`src/pkg/rls_pkg.sv`:
```
// Constants for the rate and loss-of-signal setting select bank
`default_nettype none
package rls_pkg;
  // Register indices on the parallel register port
  localparam logic [3:0] RLS_ADDR_BW_A  = 4'h0;
  localparam logic [3:0] RLS_ADDR_BW_B  = 4'h1;
  localparam logic [3:0] RLS_ADDR_BW_C  = 4'h2;
  localparam logic [3:0] RLS_ADDR_BW_D  = 4'h3;
  localparam logic [3:0] RLS_ADDR_LOS_A = 4'h4;
  localparam logic [3:0] RLS_ADDR_LOS_B = 4'h5;
  localparam logic [3:0] RLS_ADDR_LOS_C = 4'h6;
  localparam logic [3:0] RLS_ADDR_LOS_D = 4'h7;
  localparam logic [3:0] RLS_ADDR_RB_BW = 4'h8;
  localparam logic [3:0] RLS_ADDR_RB_LOS = 4'h9;

  // Field layout
  localparam int RLS_SEL_BIT = 7;
  localparam int RLS_BW_W    = 4;
  localparam int RLS_LOS_W   = 7;

  localparam logic [7:0] RLS_REG_RESET = 8'h00;

  // Rate slot index A..D
  localparam logic [1:0] RLS_SLOT_A = 2'h0;
  localparam logic [1:0] RLS_SLOT_B = 2'h1;
  localparam logic [1:0] RLS_SLOT_C = 2'h2;
  localparam logic [1:0] RLS_SLOT_D = 2'h3;

  // Built-in default codes: 2.4, 7.6, 8.4, 9.0 GHz bandwidth
  localparam logic [3:0] RLS_BW_DEF_A = 4'h1;
  localparam logic [3:0] RLS_BW_DEF_B = 4'h6;
  localparam logic [3:0] RLS_BW_DEF_C = 4'h8;
  localparam logic [3:0] RLS_BW_DEF_D = 4'hA;
  // Built-in default codes: 15, 18, 26, 26 mVpp LOS assert level
  localparam logic [6:0] RLS_LOS_DEF_A = 7'h0F;
  localparam logic [6:0] RLS_LOS_DEF_B = 7'h12;
  localparam logic [6:0] RLS_LOS_DEF_C = 7'h1A;
  localparam logic [6:0] RLS_LOS_DEF_D = 7'h1A;
endpackage
`default_nettype wire

```
`src/verilog/rls_pick.sv`:
```
// Chooses register field or built-in default by the select bit
`timescale 1ns/1ns
`default_nettype none
module rls_pick
  import rls_pkg::*;
#(
  parameter int W = 4
) (
  input  wire logic [7:0]   reg_value,
  input  wire logic [W-1:0] default_code,
  output logic      [W-1:0] code
);
  assign code = reg_value[RLS_SEL_BIT] ? reg_value[W-1:0] : default_code;
endmodule
`default_nettype wire

```
`src/verilog/rls_setting_select.sv`:
```
// Rate bandwidth and LOS level select register bank with readback
`timescale 1ns/1ns
`default_nettype none
module rls_setting_select
  import rls_pkg::*;
(
  input  wire logic       ref_clk,
  input  wire logic       rst_b,
  input  wire logic       rate_pin_upper,
  input  wire logic       rate_pin_lower,
  input  wire logic       rate_pins_open,
  input  wire logic [3:0] reg_addr,
  input  wire logic       reg_wr_en,
  input  wire logic [7:0] reg_wr_data,
  input  wire logic       reg_rd_en,
  output logic      [7:0] reg_rd_data,
  output logic      [3:0] active_bw_code,
  output logic      [6:0] active_los_code
);

  // Pins in Gray order 00 A, 01 B, 11 C, 10 D; unconnected pins fall back to slot D
  function automatic logic [1:0] rls_slot(input logic up, input logic lo, input logic open);
    if (open) begin
      return RLS_SLOT_D;
    end
    return {up, up ^ lo};
  endfunction

  logic [7:0] bw_reg [4];
  logic [7:0] los_reg [4];
  logic [3:0] bw_pick [4];
  logic [6:0] los_pick [4];
  logic [1:0] slot;
  logic [3:0] next_bw;
  logic [6:0] next_los;

  localparam logic [3:0] BW_DEF [4] = '{RLS_BW_DEF_A, RLS_BW_DEF_B, RLS_BW_DEF_C, RLS_BW_DEF_D};
  localparam logic [6:0] LOS_DEF [4] = '{RLS_LOS_DEF_A, RLS_LOS_DEF_B, RLS_LOS_DEF_C,
                                        RLS_LOS_DEF_D};

  // Writable setting registers; readback indices have no storage to write
  genvar gi;
  generate
    for (gi = 0; gi < 4; gi++) begin : g_slot
      always_ff @(posedge ref_clk or negedge rst_b) begin
        if (!rst_b) begin
          bw_reg[gi]  <= RLS_REG_RESET;
          los_reg[gi] <= RLS_REG_RESET;
        end else if (reg_wr_en) begin
          if (reg_addr == RLS_ADDR_BW_A + 4'(gi)) begin
            bw_reg[gi] <= reg_wr_data;
          end
          if (reg_addr == RLS_ADDR_LOS_A + 4'(gi)) begin
            los_reg[gi] <= reg_wr_data;
          end
        end
      end

      rls_pick #(.W(RLS_BW_W)) u_bw_pick (
        .reg_value    (bw_reg[gi]),
        .default_code (BW_DEF[gi]),
        .code         (bw_pick[gi])
      );

      rls_pick #(.W(RLS_LOS_W)) u_los_pick (
        .reg_value    (los_reg[gi]),
        .default_code (LOS_DEF[gi]),
        .code         (los_pick[gi])
      );
    end
  endgenerate

  // Pin-driven slot selection
  always_comb begin
    slot     = rls_slot(rate_pin_upper, rate_pin_lower, rate_pins_open);
    next_bw  = bw_pick[slot];
    next_los = los_pick[slot];
  end

  // Values in force, passed unaltered so the code order stays monotonic
  always_ff @(posedge ref_clk or negedge rst_b) begin
    if (!rst_b) begin
      active_bw_code  <= RLS_BW_DEF_A;
      active_los_code <= RLS_LOS_DEF_A;
    end else begin
      active_bw_code  <= next_bw;
      active_los_code <= next_los;
    end
  end

  // Read port, one cycle latency; unmapped indices read zero
  always_ff @(posedge ref_clk or negedge rst_b) begin
    if (!rst_b) begin
      reg_rd_data <= 8'h00;
    end else if (reg_rd_en) begin
      case (reg_addr)
        RLS_ADDR_BW_A, RLS_ADDR_BW_B, RLS_ADDR_BW_C, RLS_ADDR_BW_D:
          reg_rd_data <= bw_reg[reg_addr[1:0]];
        RLS_ADDR_LOS_A, RLS_ADDR_LOS_B, RLS_ADDR_LOS_C, RLS_ADDR_LOS_D:
          reg_rd_data <= los_reg[reg_addr[1:0]];
        RLS_ADDR_RB_BW:  reg_rd_data <= {4'h0, active_bw_code};
        RLS_ADDR_RB_LOS: reg_rd_data <= {1'h0, active_los_code};
        default:         reg_rd_data <= 8'h00;
      endcase
    end
  end

  a_bw_c_used: assert property (@(posedge ref_clk) disable iff (!rst_b)
    (rate_pin_upper && rate_pin_lower && !rate_pins_open && bw_reg[2][7])
    |=> active_bw_code == $past(bw_reg[2][3:0]))
    else $error("bandwidth C field not applied");

  a_bw_c_default: assert property (@(posedge ref_clk) disable iff (!rst_b)
    (rate_pin_upper && rate_pin_lower && !rate_pins_open && !bw_reg[2][7])
    |=> active_bw_code == RLS_BW_DEF_C)
    else $error("bandwidth C default not applied");

  a_bw_d_open: assert property (@(posedge ref_clk) disable iff (!rst_b)
    rate_pins_open |=> active_bw_code == ($past(bw_reg[3][7]) ? $past(bw_reg[3][3:0])
                                          : RLS_BW_DEF_D))
    else $error("open pins did not select bandwidth D");

  a_bw_d_pins: assert property (@(posedge ref_clk) disable iff (!rst_b)
    (rate_pin_upper && !rate_pin_lower && !bw_reg[3][7]) |=> active_bw_code == RLS_BW_DEF_D)
    else $error("bandwidth D default not applied");

  a_los_a_slot: assert property (@(posedge ref_clk) disable iff (!rst_b)
    (!rate_pin_upper && !rate_pin_lower && !rate_pins_open)
    |=> active_los_code == ($past(los_reg[0][7]) ? $past(los_reg[0][6:0]) : RLS_LOS_DEF_A))
    else $error("LOS A not selected");

  a_los_b_slot: assert property (@(posedge ref_clk) disable iff (!rst_b)
    (!rate_pin_upper && rate_pin_lower && !rate_pins_open && !los_reg[1][7])
    |=> active_los_code == RLS_LOS_DEF_B)
    else $error("LOS B default not applied");

  a_los_c_slot: assert property (@(posedge ref_clk) disable iff (!rst_b)
    (rate_pin_upper && rate_pin_lower && !rate_pins_open && los_reg[2][7])
    |=> active_los_code == $past(los_reg[2][6:0]))
    else $error("LOS C field not applied");

  a_bw_b_slot: assert property (@(posedge ref_clk) disable iff (!rst_b)
    (!rate_pin_upper && rate_pin_lower && !rate_pins_open && !bw_reg[1][7])
    |=> active_bw_code == RLS_BW_DEF_B)
    else $error("bandwidth B default not applied");

  a_rb_bw_read: assert property (@(posedge ref_clk) disable iff (!rst_b)
    (reg_rd_en && reg_addr == RLS_ADDR_RB_BW) |=> reg_rd_data == {4'h0, $past(active_bw_code)})
    else $error("bandwidth readback wrong");

  a_rb_los_read: assert property (@(posedge ref_clk) disable iff (!rst_b)
    (reg_rd_en && reg_addr == RLS_ADDR_RB_LOS)
    |=> reg_rd_data == {1'h0, $past(active_los_code)})
    else $error("LOS readback wrong");

  a_rb_wr_ignored: assert property (@(posedge ref_clk) disable iff (!rst_b)
    (reg_wr_en && reg_addr[3])
    |=> (bw_reg[0] == $past(bw_reg[0]) && bw_reg[1] == $past(bw_reg[1]) &&
         bw_reg[2] == $past(bw_reg[2]) && bw_reg[3] == $past(bw_reg[3]) &&
         los_reg[0] == $past(los_reg[0]) && los_reg[1] == $past(los_reg[1]) &&
         los_reg[2] == $past(los_reg[2]) && los_reg[3] == $past(los_reg[3])))
    else $error("readback write changed storage");

  // Bandwidth slots A field and default, B field, D field and open-pin default
  a_bw_a_field: assert property (@(posedge ref_clk) disable iff (!rst_b)
    (!rate_pin_upper && !rate_pin_lower && !rate_pins_open && bw_reg[0][7])
    |=> active_bw_code == $past(bw_reg[0][3:0]))
    else $error("bandwidth A field not applied");

  a_bw_a_default: assert property (@(posedge ref_clk) disable iff (!rst_b)
    (!rate_pin_upper && !rate_pin_lower && !rate_pins_open && !bw_reg[0][7])
    |=> active_bw_code == RLS_BW_DEF_A)
    else $error("bandwidth A default not applied");

  a_bw_b_field: assert property (@(posedge ref_clk) disable iff (!rst_b)
    (!rate_pin_upper && rate_pin_lower && !rate_pins_open && bw_reg[1][7])
    |=> active_bw_code == $past(bw_reg[1][3:0]))
    else $error("bandwidth B field not applied");

  a_bw_d_field: assert property (@(posedge ref_clk) disable iff (!rst_b)
    (rate_pin_upper && !rate_pin_lower && bw_reg[3][7])
    |=> active_bw_code == $past(bw_reg[3][3:0]))
    else $error("bandwidth D field not applied");

  a_bw_d_unwired: assert property (@(posedge ref_clk) disable iff (!rst_b)
    (rate_pins_open && !bw_reg[3][7])
    |=> active_bw_code == RLS_BW_DEF_D)
    else $error("bandwidth D default not applied on open pins");

  // Loss-of-signal slots, field and default
  a_los_a_field: assert property (@(posedge ref_clk) disable iff (!rst_b)
    (!rate_pin_upper && !rate_pin_lower && !rate_pins_open && los_reg[0][7])
    |=> active_los_code == $past(los_reg[0][6:0]))
    else $error("LOS A field not applied");

  a_los_a_default: assert property (@(posedge ref_clk) disable iff (!rst_b)
    (!rate_pin_upper && !rate_pin_lower && !rate_pins_open && !los_reg[0][7])
    |=> active_los_code == RLS_LOS_DEF_A)
    else $error("LOS A default not applied");

  a_los_b_field: assert property (@(posedge ref_clk) disable iff (!rst_b)
    (!rate_pin_upper && rate_pin_lower && !rate_pins_open && los_reg[1][7])
    |=> active_los_code == $past(los_reg[1][6:0]))
    else $error("LOS B field not applied");

  a_los_c_default: assert property (@(posedge ref_clk) disable iff (!rst_b)
    (rate_pin_upper && rate_pin_lower && !rate_pins_open && !los_reg[2][7])
    |=> active_los_code == RLS_LOS_DEF_C)
    else $error("LOS C default not applied");

  a_los_d_field: assert property (@(posedge ref_clk) disable iff (!rst_b)
    (rate_pin_upper && !rate_pin_lower && los_reg[3][7])
    |=> active_los_code == $past(los_reg[3][6:0]))
    else $error("LOS D field not applied");

  a_los_d_default: assert property (@(posedge ref_clk) disable iff (!rst_b)
    (rate_pin_upper && !rate_pin_lower && !los_reg[3][7])
    |=> active_los_code == RLS_LOS_DEF_D)
    else $error("LOS D default not applied");

  a_los_d_open: assert property (@(posedge ref_clk) disable iff (!rst_b)
    rate_pins_open
    |=> active_los_code == ($past(los_reg[3][7]) ? $past(los_reg[3][6:0]) : RLS_LOS_DEF_D))
    else $error("open pins did not select LOS D");

  // Slot decode, both directions
  a_slot_a_pins: assert property (@(posedge ref_clk) disable iff (!rst_b)
    (slot == RLS_SLOT_A)
    |-> (!rate_pins_open && !rate_pin_upper && !rate_pin_lower))
    else $error("slot A taken for other pins");

  a_pins_a_slot: assert property (@(posedge ref_clk) disable iff (!rst_b)
    (!rate_pins_open && !rate_pin_upper && !rate_pin_lower)
    |-> (slot == RLS_SLOT_A))
    else $error("pins 00 did not select slot A");

  a_slot_b_pins: assert property (@(posedge ref_clk) disable iff (!rst_b)
    (slot == RLS_SLOT_B)
    |-> (!rate_pins_open && !rate_pin_upper && rate_pin_lower))
    else $error("slot B taken for other pins");

  a_pins_b_slot: assert property (@(posedge ref_clk) disable iff (!rst_b)
    (!rate_pins_open && !rate_pin_upper && rate_pin_lower)
    |-> (slot == RLS_SLOT_B))
    else $error("pins 01 did not select slot B");

  a_slot_c_pins: assert property (@(posedge ref_clk) disable iff (!rst_b)
    (slot == RLS_SLOT_C)
    |-> (!rate_pins_open && rate_pin_upper && rate_pin_lower))
    else $error("slot C taken for other pins");

  a_pins_c_slot: assert property (@(posedge ref_clk) disable iff (!rst_b)
    (!rate_pins_open && rate_pin_upper && rate_pin_lower)
    |-> (slot == RLS_SLOT_C))
    else $error("pins 11 did not select slot C");

  a_slot_d_pins: assert property (@(posedge ref_clk) disable iff (!rst_b)
    (slot == RLS_SLOT_D)
    |-> (rate_pins_open || (rate_pin_upper && !rate_pin_lower)))
    else $error("slot D taken for other pins");

  a_pins_d_slot: assert property (@(posedge ref_clk) disable iff (!rst_b)
    (rate_pins_open || (rate_pin_upper && !rate_pin_lower))
    |-> (slot == RLS_SLOT_D))
    else $error("pins 10 or open did not select slot D");

  // Register port storage and read path
  a_bw_wr_lands: assert property (@(posedge ref_clk) disable iff (!rst_b)
    (reg_wr_en && reg_addr[3:2] == RLS_ADDR_BW_A[3:2])
    |=> bw_reg[$past(reg_addr[1:0])] == $past(reg_wr_data))
    else $error("bandwidth register write lost");

  a_los_wr_lands: assert property (@(posedge ref_clk) disable iff (!rst_b)
    (reg_wr_en && reg_addr[3:2] == RLS_ADDR_LOS_A[3:2])
    |=> los_reg[$past(reg_addr[1:0])] == $past(reg_wr_data))
    else $error("LOS register write lost");

  a_rd_bw_reg: assert property (@(posedge ref_clk) disable iff (!rst_b)
    (reg_rd_en && reg_addr[3:2] == RLS_ADDR_BW_A[3:2])
    |=> reg_rd_data == $past(bw_reg[reg_addr[1:0]]))
    else $error("bandwidth register read wrong");

  a_rd_los_reg: assert property (@(posedge ref_clk) disable iff (!rst_b)
    (reg_rd_en && reg_addr[3:2] == RLS_ADDR_LOS_A[3:2])
    |=> reg_rd_data == $past(los_reg[reg_addr[1:0]]))
    else $error("LOS register read wrong");

  a_rd_unmapped: assert property (@(posedge ref_clk) disable iff (!rst_b)
    (reg_rd_en && reg_addr > RLS_ADDR_RB_LOS)
    |=> reg_rd_data == 8'h00)
    else $error("unmapped index read nonzero");

  a_rd_wr_stands: assert property (@(posedge ref_clk) disable iff (!rst_b)
    (reg_wr_en && !reg_rd_en)
    |=> $stable(reg_rd_data))
    else $error("write disturbed read data");

  a_rd_idle_stands: assert property (@(posedge ref_clk) disable iff (!rst_b)
    !reg_rd_en
    |=> $stable(reg_rd_data))
    else $error("read data changed without a read");
endmodule
`default_nettype wire

```
`config.mk`:
```
export PLATFORM = sky130hd
export DESIGN_NAME = rls_setting_select
export DESIGN_NICKNAME = d
export VERILOG_FILES = /design/src/pkg/rls_pkg.sv /design/src/verilog/rls_pick.sv /design/src/verilog/rls_setting_select.sv
export SDC_FILE = /design/constraint.sdc
export NUM_CORES = 1
export LEC_CHECK = 0
export BUFFER_PORTS_ARGS = -buffer_cell sky130_fd_sc_hd__buf_2
export CAP_MARGIN = 20
export CORE_MARGIN = 1
export CORE_UTILIZATION = 56
export CTS_BUF_LIST = sky130_fd_sc_hd__clkbuf_4
export CTS_CLUSTER_DIAMETER = 50
export DETAILED_ROUTE_END_ITERATION = 16
export GPL_ROUTABILITY_DRIVEN = 0
export PLACE_DENSITY = 0.79
export SYNTH_ARGS = -nofsm -noshare
export SYNTH_HDL_FRONTEND = slang
export SYNTH_SLANG_ARGS = --single-unit
```
`constraint.sdc`:
```
create_clock -name ref_clk -period 1.3 [get_ports ref_clk]
set_input_delay 0.325 -clock ref_clk [delete_from_list [all_inputs] [get_ports ref_clk]]
set_output_delay 0.325 -clock ref_clk [all_outputs]
set_load 0.05 [all_outputs]
```
==> flow_metrics.tcl <==
set metrics [dict create \
    outcome "finished with violations" \
    violations "negative setup slack" \
    syn_area_per_cell_um2 12.0 \
    crit_fanout 2 \
    leakage_nw 2.43 \
    power.density_mw_per_mm2 1440 \
    postRouteWirelength_mm 12.0 \
    portBuffers 37 \
    crit_family "flip-flops" \
    die_w_um 88.1 \
    yosysSeqAreaShare_pct 50.2 \
    final-setup-viol-count 25 \
    syn_nets 365 \
    start_util_pct 57.5 \
    synth_ff_type "dfrtp_1" \
    setup_ws_ns -0.197 \
    grt_max_degree 84 \
    synthCells 346 \
    layout_commonest_cell "dfrtp_1" \
    grt_pass1_wl_mm 18.5 \
    io-pin-count 38 \
    start_kind "flip-flop" \
    numCtsBuffers 9 \
    nNetsFinal 467 \
    vias 3428 \
    multi_input_area_mm2 0.00214 \
    slew_headroom_pct 68.7 \
    drive_above_1_share_pct 52.8 \
    wl_per_cell_um 21.7 \
    path_buf_inv 1 \
    synth_edf_count 0 \
    cts_tree "done" \
    critPathKind "reg2out" \
    hold_viol 0 \
    regArea_mm2 0.00208 \
    diodes 0 \
    ant_nets 0 \
    hold_path.class "in2reg" \
    area_growth_pct 33.4 \
    drt_iter0_drc 291 \
    drc_errors 0 \
    grt.overflow.total 0 \
    rsz0062_at_grt "true" \
    synth.ff_latch_count 83 \
    hpwl_mm 7.98 \
    final_util_pct 76.7 \
    async_flop_share_pct 100 \
    track_usage_pct 33.3 \
    path_depth 1 \
    drv_slew 0 \
    ys_types 41 \
    fill_cells 419 \
    path_cells "buf_8" \
    cts_num_sinks 83 \
    cp.required_ns 0.98 \
    grt_antenna_before_repair 0 \
    clkTransAtPathRegs_ns 0.13 \
    ctsHtreeMaxLevel 3 \
    hold_depth 3 \
    final_cell_mix "77 x dfrtp_1, 66 x buf_4, 49 x mux2_2, 32 x nand2_1, 17 x buf_2" \
    ctsLongestPathBuffers 2 \
    cap_violations 0 \
    grt_pass1_vias 3424 \
    end_kind "output pin" \
    ir_worst_vdd_uv 627 \
    insertion_delay_ns 0.44 \
    rows 31 \
    crit_arrival_ns 1.17 \
    max_stage_delay_ns 0.58 \
    dr.pass1.iters 5 \
    finalCritPeriodShare_pct 115 \
    tightestPinTransition_ns 0.469 \
    dieHeight_um 88.1 \
    die_area_mm2 0.00776 \
    max_clock_freq_mhz 668 \
    fin_hold_ws_ns 0.203 \
    root_buffer "clkbuf_4" \
    reg2reg_depth 3 \
    core_mm2 0.00721 \
    slowest_stage "dfstp_2" \
    yosys_warnings 0 \
    min_period_ns 1.50 \
    via_per_inst 6.21 \
    skew_ns 0.0110 \
    total_power_mw 7.99 \
    netlist_area_mm2 0.00415 \
]
==> cell usage after synthesis (2+ instances only) <==
master	instances	area, um2
clkbuf_1	9	33.8
buf_2	6	30.0
nor3_1	3	15.0
mux4_2	10	225
a31oi_1	6	37.5
nand3_1	23	115
o22ai_1	5	31.3
buf_6	4	45.0
dfrtp_1	78	1950
nor3b_1	6	45.0
nor3_2	2	20.0
nand2_1	33	124
nor2_2	2	12.5
a21oi_1	5	25.0
o221ai_1	4	35.0
nor2_1	4	15.0
o2111ai_1	3	26.3
dfstp_2	5	131
mux2i_1	12	120
o21ai_0	12	60.1
mux2_2	64	721
a311oi_1	6	52.6
nand2b_1	12	75.1
inv_1	11	41.3
and2_1	2	12.5
nor2b_1	4	25.0
==> layer usage <==
| metal | wire, um | vias up | GRT usage (%) |
|---|---|---|---|
| met2 | 5900 | 194 | 53.7 |
| met1 | 4900 | 1727 | 43.0 |
| met3 | 731 | 42 | 8.29 |
| li1 | - | 1465 | - |
| met5 | 0 | - | 0 |
| met4 | 458 | 0 | 14.2 |
==> worst paths after layout <==
path	startpoint	end	slack, ns
max	active_bw_code[0]	active_bw_code[0]	-0.20
min	reg_wr_data[7]	bw_reg[7]	0.20
max reg2reg	los_reg[22]	reg_rd_data[6]	-0.05
min reg2reg	bw_reg[5]	bw_reg[5]	0.52
max in group asynchronous	rst_b	active_bw_code[0]	0.47
min in group asynchronous	rst_b	los_reg[15]	0.40
==> cell type report <==
| class | instances | area share [%] |
|---|---|---|
| Timing Repair Buffer | 113 | 18.3 |
| Tap cell | 99 | 2.24 |
| Clock inverter | 6 | 1.02 |
| Clock buffer | 10 | 1.36 |
| Inverter | 11 | 0.746 |
| Sequential cell | 83 | 37.7 |
| Multi-Input combinational cell | 230 | 38.6 |
==> what timing repair did <==
action,CTS,global route
buffers inserted,7,4
hold buffers,1,0
gates cloned,0,0
setup endpoints to repair,26,28
hold endpoints to repair,78,0
gates resized for setup,49,11
==> cells by family after synthesis <==
family          count (synthesis)  share of synthesized area (%)
simple gates                   96                           12.1
mux                            86                           25.7
compound gates                 47                           7.60
buf+inv                        33                           4.01
flops                          83                           50.2
xor+xnor                        1                          0.392
==> power by group <==
part	switching (mW)	internal, mW	total (mW)
Clock	0.914	0.589	1.50
Combinational	1.37	1.47	2.84
Sequential	0.476	3.17	3.65
==> per-stage QoR <==
step	instance area (um2)	TNS [ns]	instances	setup WS, ns
4_1_cts	5460	-1.49	549	-0.184
3_5_place_dp	5090	-18.85	525	-0.339
5_1_grt	5530	-2.60	552	-0.224
2_1_floorplan	4400	-9.00	346	-0.234
6_report	5530	-1.88	552	-0.197
3_3_place_gp	5090	-16.48	525	-0.296
No activity file was read; power rests on OpenSTA's default activity.
